===== src/design/aidr_regs.vh =====
// Purpose: Constants of the analog input diagnostic record.
// Assumes: Byte offsets follow the record order; one clock of 200 MHz.
// Notes: Offsets are byte indices into the record read port.
`ifndef AIDR_REGS_VH
`define AIDR_REGS_VH
`define AIDR_OFF_SUMMARY 5'h00
`define AIDR_OFF_MODINFO 5'h01
`define AIDR_OFF_RSVD_C 5'h02
`define AIDR_OFF_EXTDIAG 5'h03
`define AIDR_OFF_CHKIND 5'h04
`define AIDR_OFF_DIAG_BITS_PER_CHANNEL 5'h05
`define AIDR_OFF_CHANNEL_COUNT 5'h06
`define AIDR_OFF_GRPERR 5'h07
`define AIDR_OFF_CHAN0_ERROR 5'h08
`define AIDR_OFF_CHAN1_ERROR 5'h09
`define AIDR_OFF_SPARE_LO 5'h0A
`define AIDR_OFF_SPARE_HI 5'h0F
`define AIDR_OFF_TS0 5'h10
`define AIDR_OFF_TS1 5'h11
`define AIDR_OFF_TS2 5'h12
`define AIDR_OFF_TS3 5'h13
`define AIDR_SUM_FAIL 0
`define AIDR_SUM_INT 1
`define AIDR_SUM_EXT 2
`define AIDR_SUM_CHAN 3
`define AIDR_SUM_AUX 4
`define AIDR_SUM_PARM 7
`define AIDR_MOD_CLASS 4'h5
`define AIDR_EXT_OVF 3
`define AIDR_EXT_COMM 4
`define AIDR_KIND_AI 7'h71
`define AIDR_DIAG_BITS_PER_CHANNEL_VAL 8'h08
`define AIDR_CHANNEL_COUNT_VAL 8'h02
`define AIDR_CH_PARM 0
`define AIDR_CH_UNDER 6
`define AIDR_CH_OVER 7
`define AIDR_CLK_MHZ 200
`define AIDR_TICK_US 1
`define AIDR_TICK_CYC (`AIDR_CLK_MHZ * `AIDR_TICK_US)
`define AIDR_ZERO8 8'h00
`endif


===== src/design/aidr_diag_record.v =====
// Purpose: Read-only diagnostic record of a two-channel analog current input.
// Assumes: All inputs are synchronous to clk; reset stands for power-on.
// Notes: The record is a snapshot taken when a diagnostic event is recorded.
//
// Overview of operation
// - Summary byte: bit0 failure, bit1 internal, bit2 external, bit3 any channel error.
// - Summary bit4 flags missing auxiliary supply; bits 6 and 5 read zero.
// - Summary bit7 flags a parameterization error.
// - Module info bits 3..0 read 0101b for analog; bits 7..5 read zero.
// - Module info bit4 set when channel diagnostic information is present.
// - Extended byte bit3 flags diagnostics buffer overflow; other low bits zero.
// - Extended byte bit4 flags an internal communication error.
// - Channel kind bits 6..0 read 71h, analog input.
// - Diagnostic bit count reads constant 08h.
// - Channel count reads constant 02h.
// - Group error bit0 and bit1 flag errors in channel groups 0 and 1.
// - Channel error bit0 flags a parameter error; bits 5..1 read zero.
// - Channel error bit6 flags input below measuring range.
// - Channel error bit7 flags input above measuring range.
// - Timestamp bytes capture the microsecond ticker when the event is recorded.
// - Ticker starts at zero on power-on and counts once per microsecond.
// - Ticker wraps to zero after its 32-bit maximum and keeps counting.
// - No interrupt; channel errors light the channel indicator and enter the record.
// - Six spare channel error bytes read as zero.
`include "aidr_regs.vh"

module aidr_diag_record (
  clk,
  reset,
  ce,
  module_fail,
  internal_err,
  external_err,
  aux_supply_missing,
  parm_err,
  diag_buf_overflow,
  comm_err,
  chan_parm_err,
  chan_under,
  chan_over,
  rd_addr,
  rd_data,
  chan_led,
  diag_pending,
  ticker
);
  input wire clk;
  input wire reset;
  input wire ce;
  input wire module_fail;
  input wire internal_err;
  input wire external_err;
  input wire aux_supply_missing;
  input wire parm_err;
  input wire diag_buf_overflow;
  input wire comm_err;
  input wire [1:0] chan_parm_err;
  input wire [1:0] chan_under;
  input wire [1:0] chan_over;
  input wire [4:0] rd_addr;
  output reg [7:0] rd_data;
  output reg [1:0] chan_led;
  output reg diag_pending;
  output reg [31:0] ticker;

  ////////////////////////////////////////////////////////////////////////////
  // Microsecond ticker.
  reg [7:0] pre_q;
  reg [31:0] tick_q;
  wire us_tick = (pre_q == `AIDR_TICK_CYC - 1);

  always @(posedge clk) begin
    if (reset) begin
      pre_q <= 8'h00;
      tick_q <= 32'h00000000;
    end else if (ce) begin
      pre_q <= us_tick ? 8'h00 : pre_q + 8'h01;
      if (us_tick) begin
        // Natural overflow of the 32-bit adder gives the wrap.
        tick_q <= tick_q + 32'h00000001;
      end
    end
  end

  always @* begin
    ticker = tick_q;
  end

  ////////////////////////////////////////////////////////////////////////////
  // Live error state, assembled per channel.
  wire [7:0] ch_live [0:1];
  wire [1:0] ch_any;
  genvar g;
  generate
    for (g = 0; g < 2; g = g + 1) begin : gen_ch
      assign ch_live[g] = {chan_over[g],
                           chan_under[g],
                           5'h00,
                           chan_parm_err[g]};
      assign ch_any[g] = chan_over[g] | chan_under[g] | chan_parm_err[g];
    end
  endgenerate

  wire chan_err = |ch_any;
  wire [7:0] sum_live = {parm_err,
                         2'h0,
                         aux_supply_missing,
                         chan_err,
                         external_err,
                         internal_err,
                         module_fail};
  wire [7:0] ext_live = {3'h0, comm_err, diag_buf_overflow, 3'h0};

  ////////////////////////////////////////////////////////////////////////////
  // Snapshot. A change in the error picture is a diagnostic event; the
  // whole record is retaken together so the timestamp matches the bits.
  reg [7:0] sum_q;
  reg [7:0] ext_q;
  reg [7:0] ch0_q;
  reg [7:0] ch1_q;
  reg [31:0] ts_q;
  // Each byte is compared on its own, because folding the summary and extended
  // bytes together would let a swap between two overlapping bits go unseen.
  wire event_now = (sum_live != sum_q) || (ext_live != ext_q) ||
                   (ch_live[0] != ch0_q) || (ch_live[1] != ch1_q);

  always @(posedge clk) begin
    if (reset) begin
      sum_q <= `AIDR_ZERO8;
      ext_q <= `AIDR_ZERO8;
      ch0_q <= `AIDR_ZERO8;
      ch1_q <= `AIDR_ZERO8;
      ts_q <= 32'h00000000;
      diag_pending <= 1'b0;
      chan_led <= 2'h0;
    end else if (ce) begin
      chan_led <= ch_any;
      diag_pending <= event_now;
      if (event_now) begin
        sum_q <= sum_live;
        ext_q <= ext_live;
        ch0_q <= ch_live[0];
        ch1_q <= ch_live[1];
        ts_q <= tick_q;
      end
    end
  end

  ////////////////////////////////////////////////////////////////////////////
  // Record read port. There is no write path at all.
  wire info_present = |{ch0_q, ch1_q};

  always @(posedge clk) begin
    if (reset) begin
      rd_data <= `AIDR_ZERO8;
    end else if (ce) begin
      case (rd_addr)
        `AIDR_OFF_SUMMARY: rd_data <= sum_q;
        `AIDR_OFF_MODINFO: rd_data <= {3'h0, info_present, `AIDR_MOD_CLASS};
        `AIDR_OFF_EXTDIAG: rd_data <= ext_q;
        `AIDR_OFF_CHKIND: rd_data <= {1'b0, `AIDR_KIND_AI};
        `AIDR_OFF_DIAG_BITS_PER_CHANNEL: rd_data <= `AIDR_DIAG_BITS_PER_CHANNEL_VAL;
        `AIDR_OFF_CHANNEL_COUNT: rd_data <= `AIDR_CHANNEL_COUNT_VAL;
        `AIDR_OFF_GRPERR: rd_data <= {6'h00, |ch1_q, |ch0_q};
        `AIDR_OFF_CHAN0_ERROR: rd_data <= ch0_q;
        `AIDR_OFF_CHAN1_ERROR: rd_data <= ch1_q;
        `AIDR_OFF_TS0: rd_data <= ts_q[7:0];
        `AIDR_OFF_TS1: rd_data <= ts_q[15:8];
        `AIDR_OFF_TS2: rd_data <= ts_q[23:16];
        `AIDR_OFF_TS3: rd_data <= ts_q[31:24];
        default: rd_data <= `AIDR_ZERO8;
      endcase
    end
  end
endmodule


===== config.mk =====
export PLATFORM = sky130hd
export DESIGN_NAME = aidr_diag_record
export DESIGN_NICKNAME = d
export VERILOG_FILES = /design/src/design/aidr_diag_record.v
export VERILOG_INCLUDE_DIRS = /design/src /design/src/design
export SDC_FILE = /design/constraint.sdc
export NUM_CORES = 1
export LEC_CHECK = 0
export BUFFER_PORTS_ARGS = -buffer_cell sky130_fd_sc_hd__buf_2
export CAP_MARGIN = 20
export CORE_MARGIN = 2
export CORE_UTILIZATION = 35
export CTS_BUF_LIST = sky130_fd_sc_hd__clkbuf_2 sky130_fd_sc_hd__clkbuf_4 sky130_fd_sc_hd__clkbuf_8
export DETAILED_ROUTE_END_ITERATION = 6
export PLACE_DENSITY_LB_ADDON = 0.1
export SLEW_MARGIN = 20
export SYNTH_ARGS = -nofsm -noshare
export SYNTH_HDL_FRONTEND = slang
export SYNTH_SLANG_ARGS = --single-unit

===== constraint.sdc =====
create_clock -name clk -period 4.3 [get_ports clk]
set_input_delay 0.86 -clock clk [delete_from_list [all_inputs] [get_ports clk]]
set_output_delay 0.86 -clock clk [all_outputs]
set_load 0.1 [all_outputs]

Word level (Yosys, flattened, before mapping)
Index checks and enable logic that the tools add are counted.

cells by class
  bitwise operators = 4
  mux-type cells = 2
  eq/ne operators = 17
  $add $sub $neg = 2
  reduce and logical (&&, ||, !) cells = 10

operators with widths
  kind                                                                   number
  8-bit case mux with 13 select lines                                    1
  32-bit by 1-bit adder with 32-bit output, second input constant        1
  5-bit by 3-bit equality test with 1-bit output, second input constant  4
  5-bit equality test, second input constant                             4
  5-bit by 4-bit equality test with 1-bit output, second input constant  2
  8-bit by 1-bit adder with 8-bit output, second input constant          1
  8-bit equality test, second input constant                             1
  8-bit 2-to-1 mux                                                       1
  3-bit != test                                                          2
  6-bit != test                                                          1
  3-bit OR reduction                                                     2
  6-bit OR reduction                                                     1
  5-bit by 1-bit equality test with 1-bit output, second input constant  1
  5-bit by 2-bit equality test with 1-bit output, second input constant  1
  5-bit zero test                                                        1
  1-bit bitwise OR                                                       4
  2-bit AND reduction                                                    2
  1-bit logical OR                                                       3
  2-bit != test                                                          1
  2-bit OR reduction                                                     1

word-level totals
  bits in registers = 97

Longest topological paths before layout
Gate-level depths: netlist of the first run.

  depth in word-level cells = 8
  gate-level depth with buffers = 9
  gate-level depth less buffers = 6

Worst setup path after synthesis of the first run
Ideal clock, no wire load.

  kind = register -> register
  from = register tick_q[0], in the netlist ticker[0]
  to = register tick_q[30], in the netlist ticker[30]
  setup time = 71 ps
  arrival = 2482 ps
  data required time = 4229 ps
  slack = 1747 ps
  stages on the path, launching flop included = 8
  path through = dfxtp_1 ha_1 inv_1 nor4_4 nand4_1 clkbuf_2 or3_1 a21oi_1

on the way
  word-level cells in the longest chain between the ends = 1

ends and longest elaborated chain
  item                                      RTL line               RTL
  start: declaration                        aidr_diag_record.v:69  reg [31:0] tick_q;
  start signal: assignment                  aidr_diag_record.v:80  tick_q <= tick_q + 32'h00000001;
  32-bit by 1-bit adder with 32-bit output  aidr_diag_record.v:80

Every way passes these cells.
A chain may end at the register's enable or synchronous reset.

Final worst setup path of the first run
  from = input port ce
  to = register tick_q[26], in the netlist ticker[26]

on the way
  word-level cells in the longest chain between the ends = 1

ends and longest elaborated chain
  item                                  RTL line               RTL
  start: declaration                    aidr_diag_record.v:49  input wire ce;
  2-bit AND reduction (no source line)  n/a

Every way passes these cells.

==> results of run 1 <==
[per-stage QoR]
| stage | area (um2) | hold slack, ps |
|---|---|---|
| floorplan | 6013 | 440.3 |
| detailed placement | 6434 | 437.1 |
| global route | 6664 | 491.9 |
| CTS | 6664 | 460.0 |
| global placement | 6434 | 435.6 |
| finish | 6664 | 460.0 |
[per-layer routing]
| metal | up-vias | part of all wire (%) |
|---|---|---|
| met5 | - | 0 |
| met2 | 128 | 45 |
| li1 | 2890 | - |
| met4 | 0 | 1.5 |
| met1 | 2825 | 50 |
| met3 | 22 | 3.4 |
[where the power goes]
| part | internal (mW) | switching [mW] |
|---|---|---|
| Clock | 0.356 | 0.340 |
| Sequential | 0.915 | 0.0227 |
| Combinational | 0.0675 | 0.157 |
[flip-flops by register name, indices dropped and copies added (netlist names)]
register / cells
ticker: 32
ts_q: 32
pre_q: 8
ch1_q: 3
diag_pending: 1
rd_data: 8
chan_led: 2
sum_q: 6
ext_q: 2
ch0_q: 3
[how the worst min path moves through the flow]
| stage | startpoint | slack [ps] | to |
|---|---|---|---|
| floorplan | pre_q[6] | 440 | pre_q[6] |
| global placement | rd_data[6] | 440 | rd_data[6] |
| detailed placement | rd_data[7] | 440 | rd_data[7] |
| CTS | rd_data[7] | 460 | rd_data[7] |
| global route | rd_data[6] | 490 | rd_data[6] |
| finish | rd_data[7] | 460 | rd_data[7] |
[layout by cell type, fill, tap and decap left out, drive strengths merged, types with 4 or more instances in the layout]
master,count
dfxtp,97
nor2,78
buf,75
nand2,69
a21oi,66
nand4,61
nor2b,51
nor3b,49
o311ai,45
xnor2,26
o21ai,22
nand3,20
or3,15
clkbuf,15
nor3,13
xor2,11
and3,10
inv,8
nand3b,6
nand2b,5
a21o,5
and2,4
a22oi,4
nor4,4
[cell families after synthesis]
group,after synthesis,synth area share (%)
AOI/OAI and AO/OA,168,18.58
xor gates and xnor gates,37,5.389
adders and majority gates,2,0.4161
buffers and inverters,80,5.535
DFF,97,32.29
muxes,5,0.8739
and+or+nand+nor,393,36.91
[final cells by class]
| class | instances | area (um2) |
|---|---|---|
| clock inverters | 1 | 30.03 |
| clock buffers | 15 | 200.2 |
| multi-input cells | 605 | 3747 |
| repair buffers | 75 | 439.2 |
| well taps | 220 | 275.3 |
| flip-flops and latches | 97 | 1942 |
| inverters | 8 | 30.03 |
| fillers | 1772 | 10040 |
[Yosys cell counts (all sizes together) (8+ instances only)]
master / number
inv: 8
nand3: 20
or3: 15
o21ai: 22
and3: 10
nor3b: 49
dfxtp: 97
nor3: 13
nand2: 69
xnor2: 26
nor2: 78
nor2b: 51
o311ai: 45
nand4: 61
buf: 19
clkbuf: 53
xor2: 11
a21oi: 66
[critical path, stage by stage]
cell and delay [ps]:
buf_4 270, and3_1 320, and3_4 360, nand4_1 440
or3_1 500, a21oi_1 150
==> flow_metrics.env, run 1 <==
export IMPL_status="finished, final reports clean"
export IMPL_num_io_pins=64
export IMPL_drv_cap=0
export IMPL_path_max_fanout=26
export IMPL_rsz0062_at_grt="no"
export IMPL_power_density_nw_per_um2=278.9
export IMPL_cts_buffer_depth=2
export IMPL_core_area_um2=16700
export IMPL_nets=819
export IMPL_clock_skew_ps=10.47
export IMPL_holdPathStages=2
export IMPL_dp_cells=1005
export IMPL_clk_pin_slew_ps=90
export IMPL_postSynth_asyncResetShare_pct=0
export IMPL_syn_avg_cell_area_um2=7.690
export IMPL_grt_use_met2_pct=31.42
export IMPL_cts_buffers=9
export IMPL_hold_buffers=0
export IMPL_reg2reg_slack_ps=1770
export IMPL_period_minus_slack_ps=2596
export IMPL_worst_r2r_cell_count=6
export IMPL_max_slew_worst_pin_slew_ps=883.4
export IMPL_cts_num_sinks=97
export IMPL_post_cts_buffers=0
export IMPL_fp_dieW_um=135.1
export IMPL_grt_max_degree=127
export IMPL_grt_usage_pct=20.54
export IMPL_r2r_end="ticker[26]"
export IMPL_yosysUniqueCellTypes=59
export IMPL_yosys_register_bits=97
export IMPL_top_usage_layer="met2"
export IMPL_max_slew_margin_pct=41.11
export IMPL_synth_ff_type="dfxtp_1"
export IMPL_setup_viol=0
export IMPL_netlist_area_leader_share_pct=32.29
export IMPL_rr_startpoint="ticker[0]"
export IMPL_gp_congestion=0.8902
export IMPL_io_buffers=63
export IMPL_syn_instance_count=782
export IMPL_gr_total_overflow=0
export IMPL_drive_gt1_share_pct=13.61
export IMPL_grt_pass1_wl_mm=30.15
export IMPL_hold_violations=0
export IMPL_synth_nets=805
export IMPL_grtUsageMet3_pct=2.553
export IMPL_critPathLaunchType="input port"
export IMPL_cp_arrival_ps=2910
export IMPL_place_ws_ps=1288
export IMPL_vias=5865
export IMPL_final_util_pct=39.90
export IMPL_fp_row_count=47
export IMPL_post_cts_resized=0
export IMPL_die_y_um=135.1
export IMPL_drc=0
export IMPL_routedWlPerCell_um=18.06
export IMPL_end_kind="flip-flop"
export IMPL_leakage_nw=2.278
export IMPL_hold_class="reg2reg"
export IMPL_first_iter_violations=397
export IMPL_yosysTopAreaCell="dfxtp_1"
export IMPL_worst_slack_ps=1704
export IMPL_antenna_found_initial=0
export IMPL_stdcell_count=1021
export IMPL_cp_required_ps=4610
export IMPL_clock_fmax_mhz=385.2
export IMPL_dp_final_hpwl_mm=12.31
export IMPL_synth_edf_count=0
export IMPL_clock_latency_ps=390
export IMPL_routed_via_density=5.744
export IMPL_total_power_mw=1.858
export IMPL_die_area_um2=18250
export IMPL_start_util_pct=36.01
export IMPL_critPathLaunch="ce"
export IMPL_peakVddDrop_uv=122.9
export IMPL_fin_setup_tns_ps=0
export IMPL_yosysSeqAreaShare_pct=32.29
export IMPL_clockRootBuffer="clkbuf_8"
export IMPL_routed_wl_mm=18.44
export IMPL_antenna_cells=0
export IMPL_path_class="in2reg"
export IMPL_synthesis_area_um2=6013
export IMPL_fin_crit_sh_pct=60.38
export IMPL_grt_pass1_vias=5575
export IMPL_cts_tree="done"
export IMPL_final_max_slew_viol_count=0
export IMPL_yosys_warnings=0
export IMPL_antenna_left=0
export IMPL_area_delta_synth_final_pct=10.82
export IMPL_h_tree_depth=3
export IMPL_cp_endpoint="ticker[26]"
export IMPL_dr_pass1_iters=4
export IMPL_met1_usage_pct=30.00
export IMPL_ys_top_cells_by_area="dfxtp_1 32%, o311ai_0 6.6%, nand4_1 6.0%"
Power figures use the tool's default switching activity.
==> run 2, diff against run 1 <==
==> constraint.sdc (replaced) <==
create_clock -name clk -period 2.6 [get_ports clk]
set_input_delay 0.52 -clock clk [delete_from_list [all_inputs] [get_ports clk]]
set_output_delay 0.52 -clock clk [all_outputs]
set_load 0.1 [all_outputs]
==> run 2 against run 1 <==
Compared with the run above: register-to-register slack lost 1400 ps; clock skew grew 3.5 ps; hold slack got worse by 2.5 ps; clock power is 52% higher; core utilization grew 0.46 points; final cell count rose by 0.98%; setup slack got worse by 1400 ps; global-route usage is 0.72 points higher; die area unchanged; largest power group unchanged.
==> flow_metrics.env, run 2 (same netlist as run 1, synthesis figures left out) <==
export IMPL_die_area_um2=18250
export IMPL_power_density_nw_per_um2=443.3
export IMPL_rsz0062_at_grt="no"
export IMPL_clock_latency_ps=400
export IMPL_cp_slowest_stage_delay_ps=470
export IMPL_final_max_slew_viol_count=0
export IMPL_dr_pass1_iters=4
export IMPL_first_iter_violations=398
export IMPL_finalInstanceArea_um2=6741
export IMPL_drive_gt1_share_pct=14.57
export IMPL_gp_congestion=0.7950
export IMPL_max_slew_margin_pct=54.05
export IMPL_period_minus_slack_ps=2277
export IMPL_core_area_um2=16700
export IMPL_post_cts_buffers=0
export IMPL_grt_usage_pct=21.25
export IMPL_max_slew_worst_pin_slew_ps=687.7
export IMPL_dpl_cell_area_um2=6539
export IMPL_status="finished, final reports clean"
export IMPL_drv_cap=0
export IMPL_holdPathStages=2
export IMPL_peakVddDrop_uv=332.8
export IMPL_grt_max_degree=107
export IMPL_dp_final_hpwl_mm=12.81
export IMPL_cts_num_sinks=97
export IMPL_hold_class="reg2reg"
export IMPL_critPathLaunchType="flip-flop"
export IMPL_setup_viol=0
export IMPL_grt_pass1_wl_mm=30.58
export IMPL_cts_tree="done"
export IMPL_leakage_nw=2.322
export IMPL_final_common_cell="dfxtp_1"
export IMPL_path_cells="ha_1 > inv_1 > nor4_4 > nand4_1 > or3_1 > a21oi_1"
export IMPL_antenna_found_initial=1
export IMPL_h_tree_depth=3
export IMPL_final_util_pct=40.37
export IMPL_routed_via_density=5.753
export IMPL_cts_buffer_depth=2
export IMPL_grt_pass1_vias=5462
export IMPL_clock_skew_ps=13.93
export IMPL_routedWlPerCell_um=18.45
export IMPL_hold_violations=0
export IMPL_cp_slowest_cell="nand4_1"
export IMPL_area_delta_synth_final_pct=12.11
export IMPL_nets=828
export IMPL_antenna_left=0
export IMPL_gr_total_overflow=0
export IMPL_clock_fmax_mhz=439.2
export IMPL_post_cts_resized=0
export IMPL_cp_arrival_ps=2610
export IMPL_critPathBufInv=1
export IMPL_worst_r2r_cell_count=6
export IMPL_routed_wl_mm=19.02
export IMPL_cts_buffers=9
export IMPL_num_io_pins=64
export IMPL_fp_row_count=47
export IMPL_drc=0
export IMPL_clockRootBuffer="clkbuf_8"
export IMPL_die_y_um=135.1
export IMPL_start_util_pct=36.01
export IMPL_hold_buffers=0
export IMPL_path_class="reg2reg"
export IMPL_final_cell_mix="97 x dfxtp_1, 77 x nor2_1, 69 x nand2_1"
export IMPL_fp_dieW_um=135.1
export IMPL_path_max_fanout=12
export IMPL_cp_required_ps=2930
export IMPL_stdcell_count=1031
export IMPL_fin_setup_tns_ps=0
export IMPL_end_kind="flip-flop"
export IMPL_cp_depth=6
export IMPL_dp_cells=1014
export IMPL_clk_pin_slew_ps=110
export IMPL_io_buffers=63
export IMPL_vias=5931
export IMPL_path_delay_family="simple AND/OR/NAND/NOR gates"
export IMPL_holdWs_ps=457.5
export IMPL_fin_crit_sh_pct=87.58
[run 2: cell count changes in the layout (fill, tap and decap cells not counted), sizes merged]
cell	change
clkinv	+3
clkinvlp	+1
inv	+2
diode	+1
clkbuf	-6
buf	+9
[run 2: area by class of cell]
| cell class | count | area, um2 |
|---|---|---|
| antenna | 1 | 2.502 |
| clock buffer | 9 | 123.9 |
| clock inverter | 7 | 76.32 |
| fill | 1755 | 9960 |
| inverter | 8 | 30.03 |
| multi-input combinational | 605 | 3747 |
| sequential | 97 | 1942 |
| tap | 220 | 275.3 |
| timing repair buffer | 84 | 544.3 |
[run 2: worst paths after layout]
| check | endpoint | slack [ps] | from |
|---|---|---|---|
| setup / recovery | ticker[30] | 320 | ticker[0] |
| hold / removal | rd_data[2] | 460 | rd_data[2] |
| setup reg to reg | ticker[30] | 320 | ticker[0] |
| hold reg to reg | rd_data[2] | 460 | rd_data[2] |
[run 2: stage by stage]
step / worst slack [ps] / total power [mW]
after floorplan: 47.06 / 1.840
after global placement: 351.1 / 1.961
after detailed placement: 271.7 / 1.966
after CTS: 241.5 / 3.031
after global routing: 89.14 / 3.136
final: 323.0 / 2.989
[run 2: report_power, final]
group / switching [mW] / internal [mW] / total [mW]
registers: 0.0342 / 1.51 / 1.55
clock network: 0.602 / 0.453 / 1.06
logic: 0.265 / 0.121 / 0.386
[run 2: worst reg2reg max path: cells and delay by family (launching register included)]
kind / cells / cell delay, ps
compound gates: 1 / 160
fa+ha+maj: 1 / 250
buf+inv: 1 / 100
flops: 1 / 350
simple gates: 3 / 1360
[run 2: metal layers]
metal  up-vias  global-route usage (%)  part of all wire, %
met4         0                   4.340                  1.1
met1      2899                   30.13                   49
met2       104                   33.42                   46
met3        16                   4.505                  3.9
li1       2912                       -                    -
met5         -                       0                    0
==> run 3, diff against run 2 <==
--- a/config.mk
+++ b/config.mk
@@ -9,10 +9,11 @@
 export BUFFER_PORTS_ARGS = -buffer_cell sky130_fd_sc_hd__buf_2
 export CAP_MARGIN = 20
 export CORE_MARGIN = 2
-export CORE_UTILIZATION = 35
+export CORE_UTILIZATION = 41
 export CTS_BUF_LIST = sky130_fd_sc_hd__clkbuf_2 sky130_fd_sc_hd__clkbuf_4 sky130_fd_sc_hd__clkbuf_8
 export DETAILED_ROUTE_END_ITERATION = 6
 export PLACE_DENSITY_LB_ADDON = 0.1
+export SKIP_CTS_REPAIR_TIMING = 1
 export SLEW_MARGIN = 20
 export SYNTH_ARGS = -nofsm -noshare
 export SYNTH_HDL_FRONTEND = slang
==> constraint.sdc (replaced) <==
create_clock -name clk -period 2.5 [get_ports clk]
set_input_delay 0.5 -clock clk [delete_from_list [all_inputs] [get_ports clk]]
set_output_delay 0.5 -clock clk [all_outputs]
set_load 0.1 [all_outputs]
==> run 3 against run 2 <==
Compared with the run above: the flow now finishes with violations (DRC); sequential share of layout area is 0.26 points higher; register-to-register slack hardly changed; count of clock-buffer cells in the layout is 4 higher; total power is 5.2% higher; core utilization is 6.0 points higher; clock skew is 0.88 ps lower; design area is 0.76% lower; maximum frequency is 4.2% higher; sequential power is 4% higher; largest cell class unchanged; highest routed layer unchanged.
==> flow_metrics.env, run 3 (same netlist as run 1, synthesis figures left out) <==
export IMPL_routed_via_density=5.970
export IMPL_area_delta_synth_final_pct=11.26
export IMPL_total_power_mw=3.143
export IMPL_critPathLaunchType="flip-flop"
export IMPL_dp_final_hpwl_mm=12.15
export IMPL_rr_startpoint="pre_q[0]"
export IMPL_holdWs_ps=456.6
export IMPL_fp_row_count=44
export IMPL_fillers=1460
export IMPL_antenna_left=0
export IMPL_drc=2
export IMPL_hold_violations=0
export IMPL_setup_viol=0
export IMPL_clock_fmax_mhz=457.4
export IMPL_cts_buffers=9
export IMPL_cp_required_ps=2820
export IMPL_antenna_found_initial=0
export IMPL_h_tree_depth=3
export IMPL_max_slew_worst_pin_slew_ps=586.1
export IMPL_vias=5928
export IMPL_routed_wl_mm=17.82
export IMPL_cts_tree="done"
export IMPL_dp_cells=977
export IMPL_peakVddDrop_uv=261.4
export IMPL_stdcell_count=993
export IMPL_nets=827
export IMPL_hold_class="reg2reg"
export IMPL_path_cells="ha_1 > and3_1 > and3_4 > nand4_1 > or3_1 > a21oi_1"
export IMPL_leakage_nw=2.322
export IMPL_multiInputGateArea_um2=3747
export IMPL_final_util_pct=46.38
export IMPL_cp_slowest_cell="or3_1"
export IMPL_io_buffers=63
export IMPL_power_density_nw_per_um2=469.8
export IMPL_critPathLaunch="pre_q[0]"
export IMPL_path_class="reg2reg"
export IMPL_period_minus_slack_ps=2186
export IMPL_clk_pin_slew_ps=100
export IMPL_status="finished with violations"
export IMPL_cts_num_sinks=97
export IMPL_drv_cap=0
export IMPL_core_area_um2=14420
export IMPL_start_util_pct=41.69
export IMPL_cp_arrival_ps=2500
export IMPL_num_io_pins=64
export IMPL_dr_pass1_iters=7
export IMPL_final_cell_mix="95 x dfxtp_1, 77 x nor2_1, 69 x nand2_1"
export IMPL_clock_skew_ps=13.05
export IMPL_clock_latency_ps=380
export IMPL_fin_crit_sh_pct=87.45
export IMPL_place_ws_ps=293.9
export IMPL_grt_pass1_vias=5530
export IMPL_gp_congestion=0.9035
export IMPL_final_max_slew_viol_count=0
export IMPL_fin_setup_tns_ps=0
export IMPL_rsz0062_at_grt="no"
export IMPL_finalInstanceArea_um2=6690
export IMPL_cp_slowest_stage_delay_ps=460
export IMPL_routedWlPerCell_um=17.95
export IMPL_final_common_cell="dfxtp_1"
export IMPL_cts_buffer_depth=2
export IMPL_fp_dieW_um=125.1
export IMPL_grt_usage_pct=22.87
export IMPL_die_area_um2=15650
export IMPL_antenna_cells=0
export IMPL_worstHoldStart="rd_data[5]"
export IMPL_clockRootBuffer="clkbuf_8"
export IMPL_violations="DRC"
export IMPL_grt_pass1_wl_mm=29.38
export IMPL_grt_max_degree=107
export IMPL_max_slew_margin_pct=60.84
export IMPL_die_y_um=125.1
export IMPL_path_max_fanout=17
export IMPL_gr_total_overflow=0
export IMPL_worst_slack_ps=313.8
export IMPL_first_iter_violations=444
export IMPL_seq_area_um2=1944
export IMPL_end_kind="flip-flop"
export IMPL_dpl_cell_area_um2=6476
export IMPL_drive_gt1_share_pct=14.71
==> run 3: power breakdown <==
group / switching (mW) / leakage (nW) / internal, mW
Combinational: 0.270 / 1.42 / 0.129
Clock: 0.589 / 0.111 / 0.547
Sequential: 0.0356 / 0.787 / 1.57
Total: 0.894 / 2.32 / 2.25
==> run 3: path summary, 6_finish.rpt <==
| path | endpoint | slack, ps | cells past startpoint |
|---|---|---|---|
| max reg2reg | ticker[26] | 310 | 6 |
| max | ticker[26] | 310 | 6 |
| min reg2reg | rd_data[5] | 460 | 1 |
| min | rd_data[5] | 460 | 1 |
==> run 3: per-layer routing <==
metal | part of all wire (%) | track usage (%)
met2 | 47 | 37.24
met3 | 4.1 | 2.353
met4 | 1.9 | 7.647
met1 | 47 | 31.80
met5 | 0 | 0
==> run 3: final cells by class <==
type,instances,share of cell area (%)
Multi-Input combinational cell,605,56.01
Sequential cell,97,29.06
Timing Repair Buffer,83,7.836
Tap cell,184,3.441
Clock buffer,13,2.487
Clock inverter,3,0.7107
Inverter,8,0.4488
==> run 3: worst max-delay path, delay by kind of cell, from the launching register on <==
family	cells	cell delay (ps)
flops	1	380
simple gates	4	1420
compound gates	1	140
fa+ha+maj	1	180
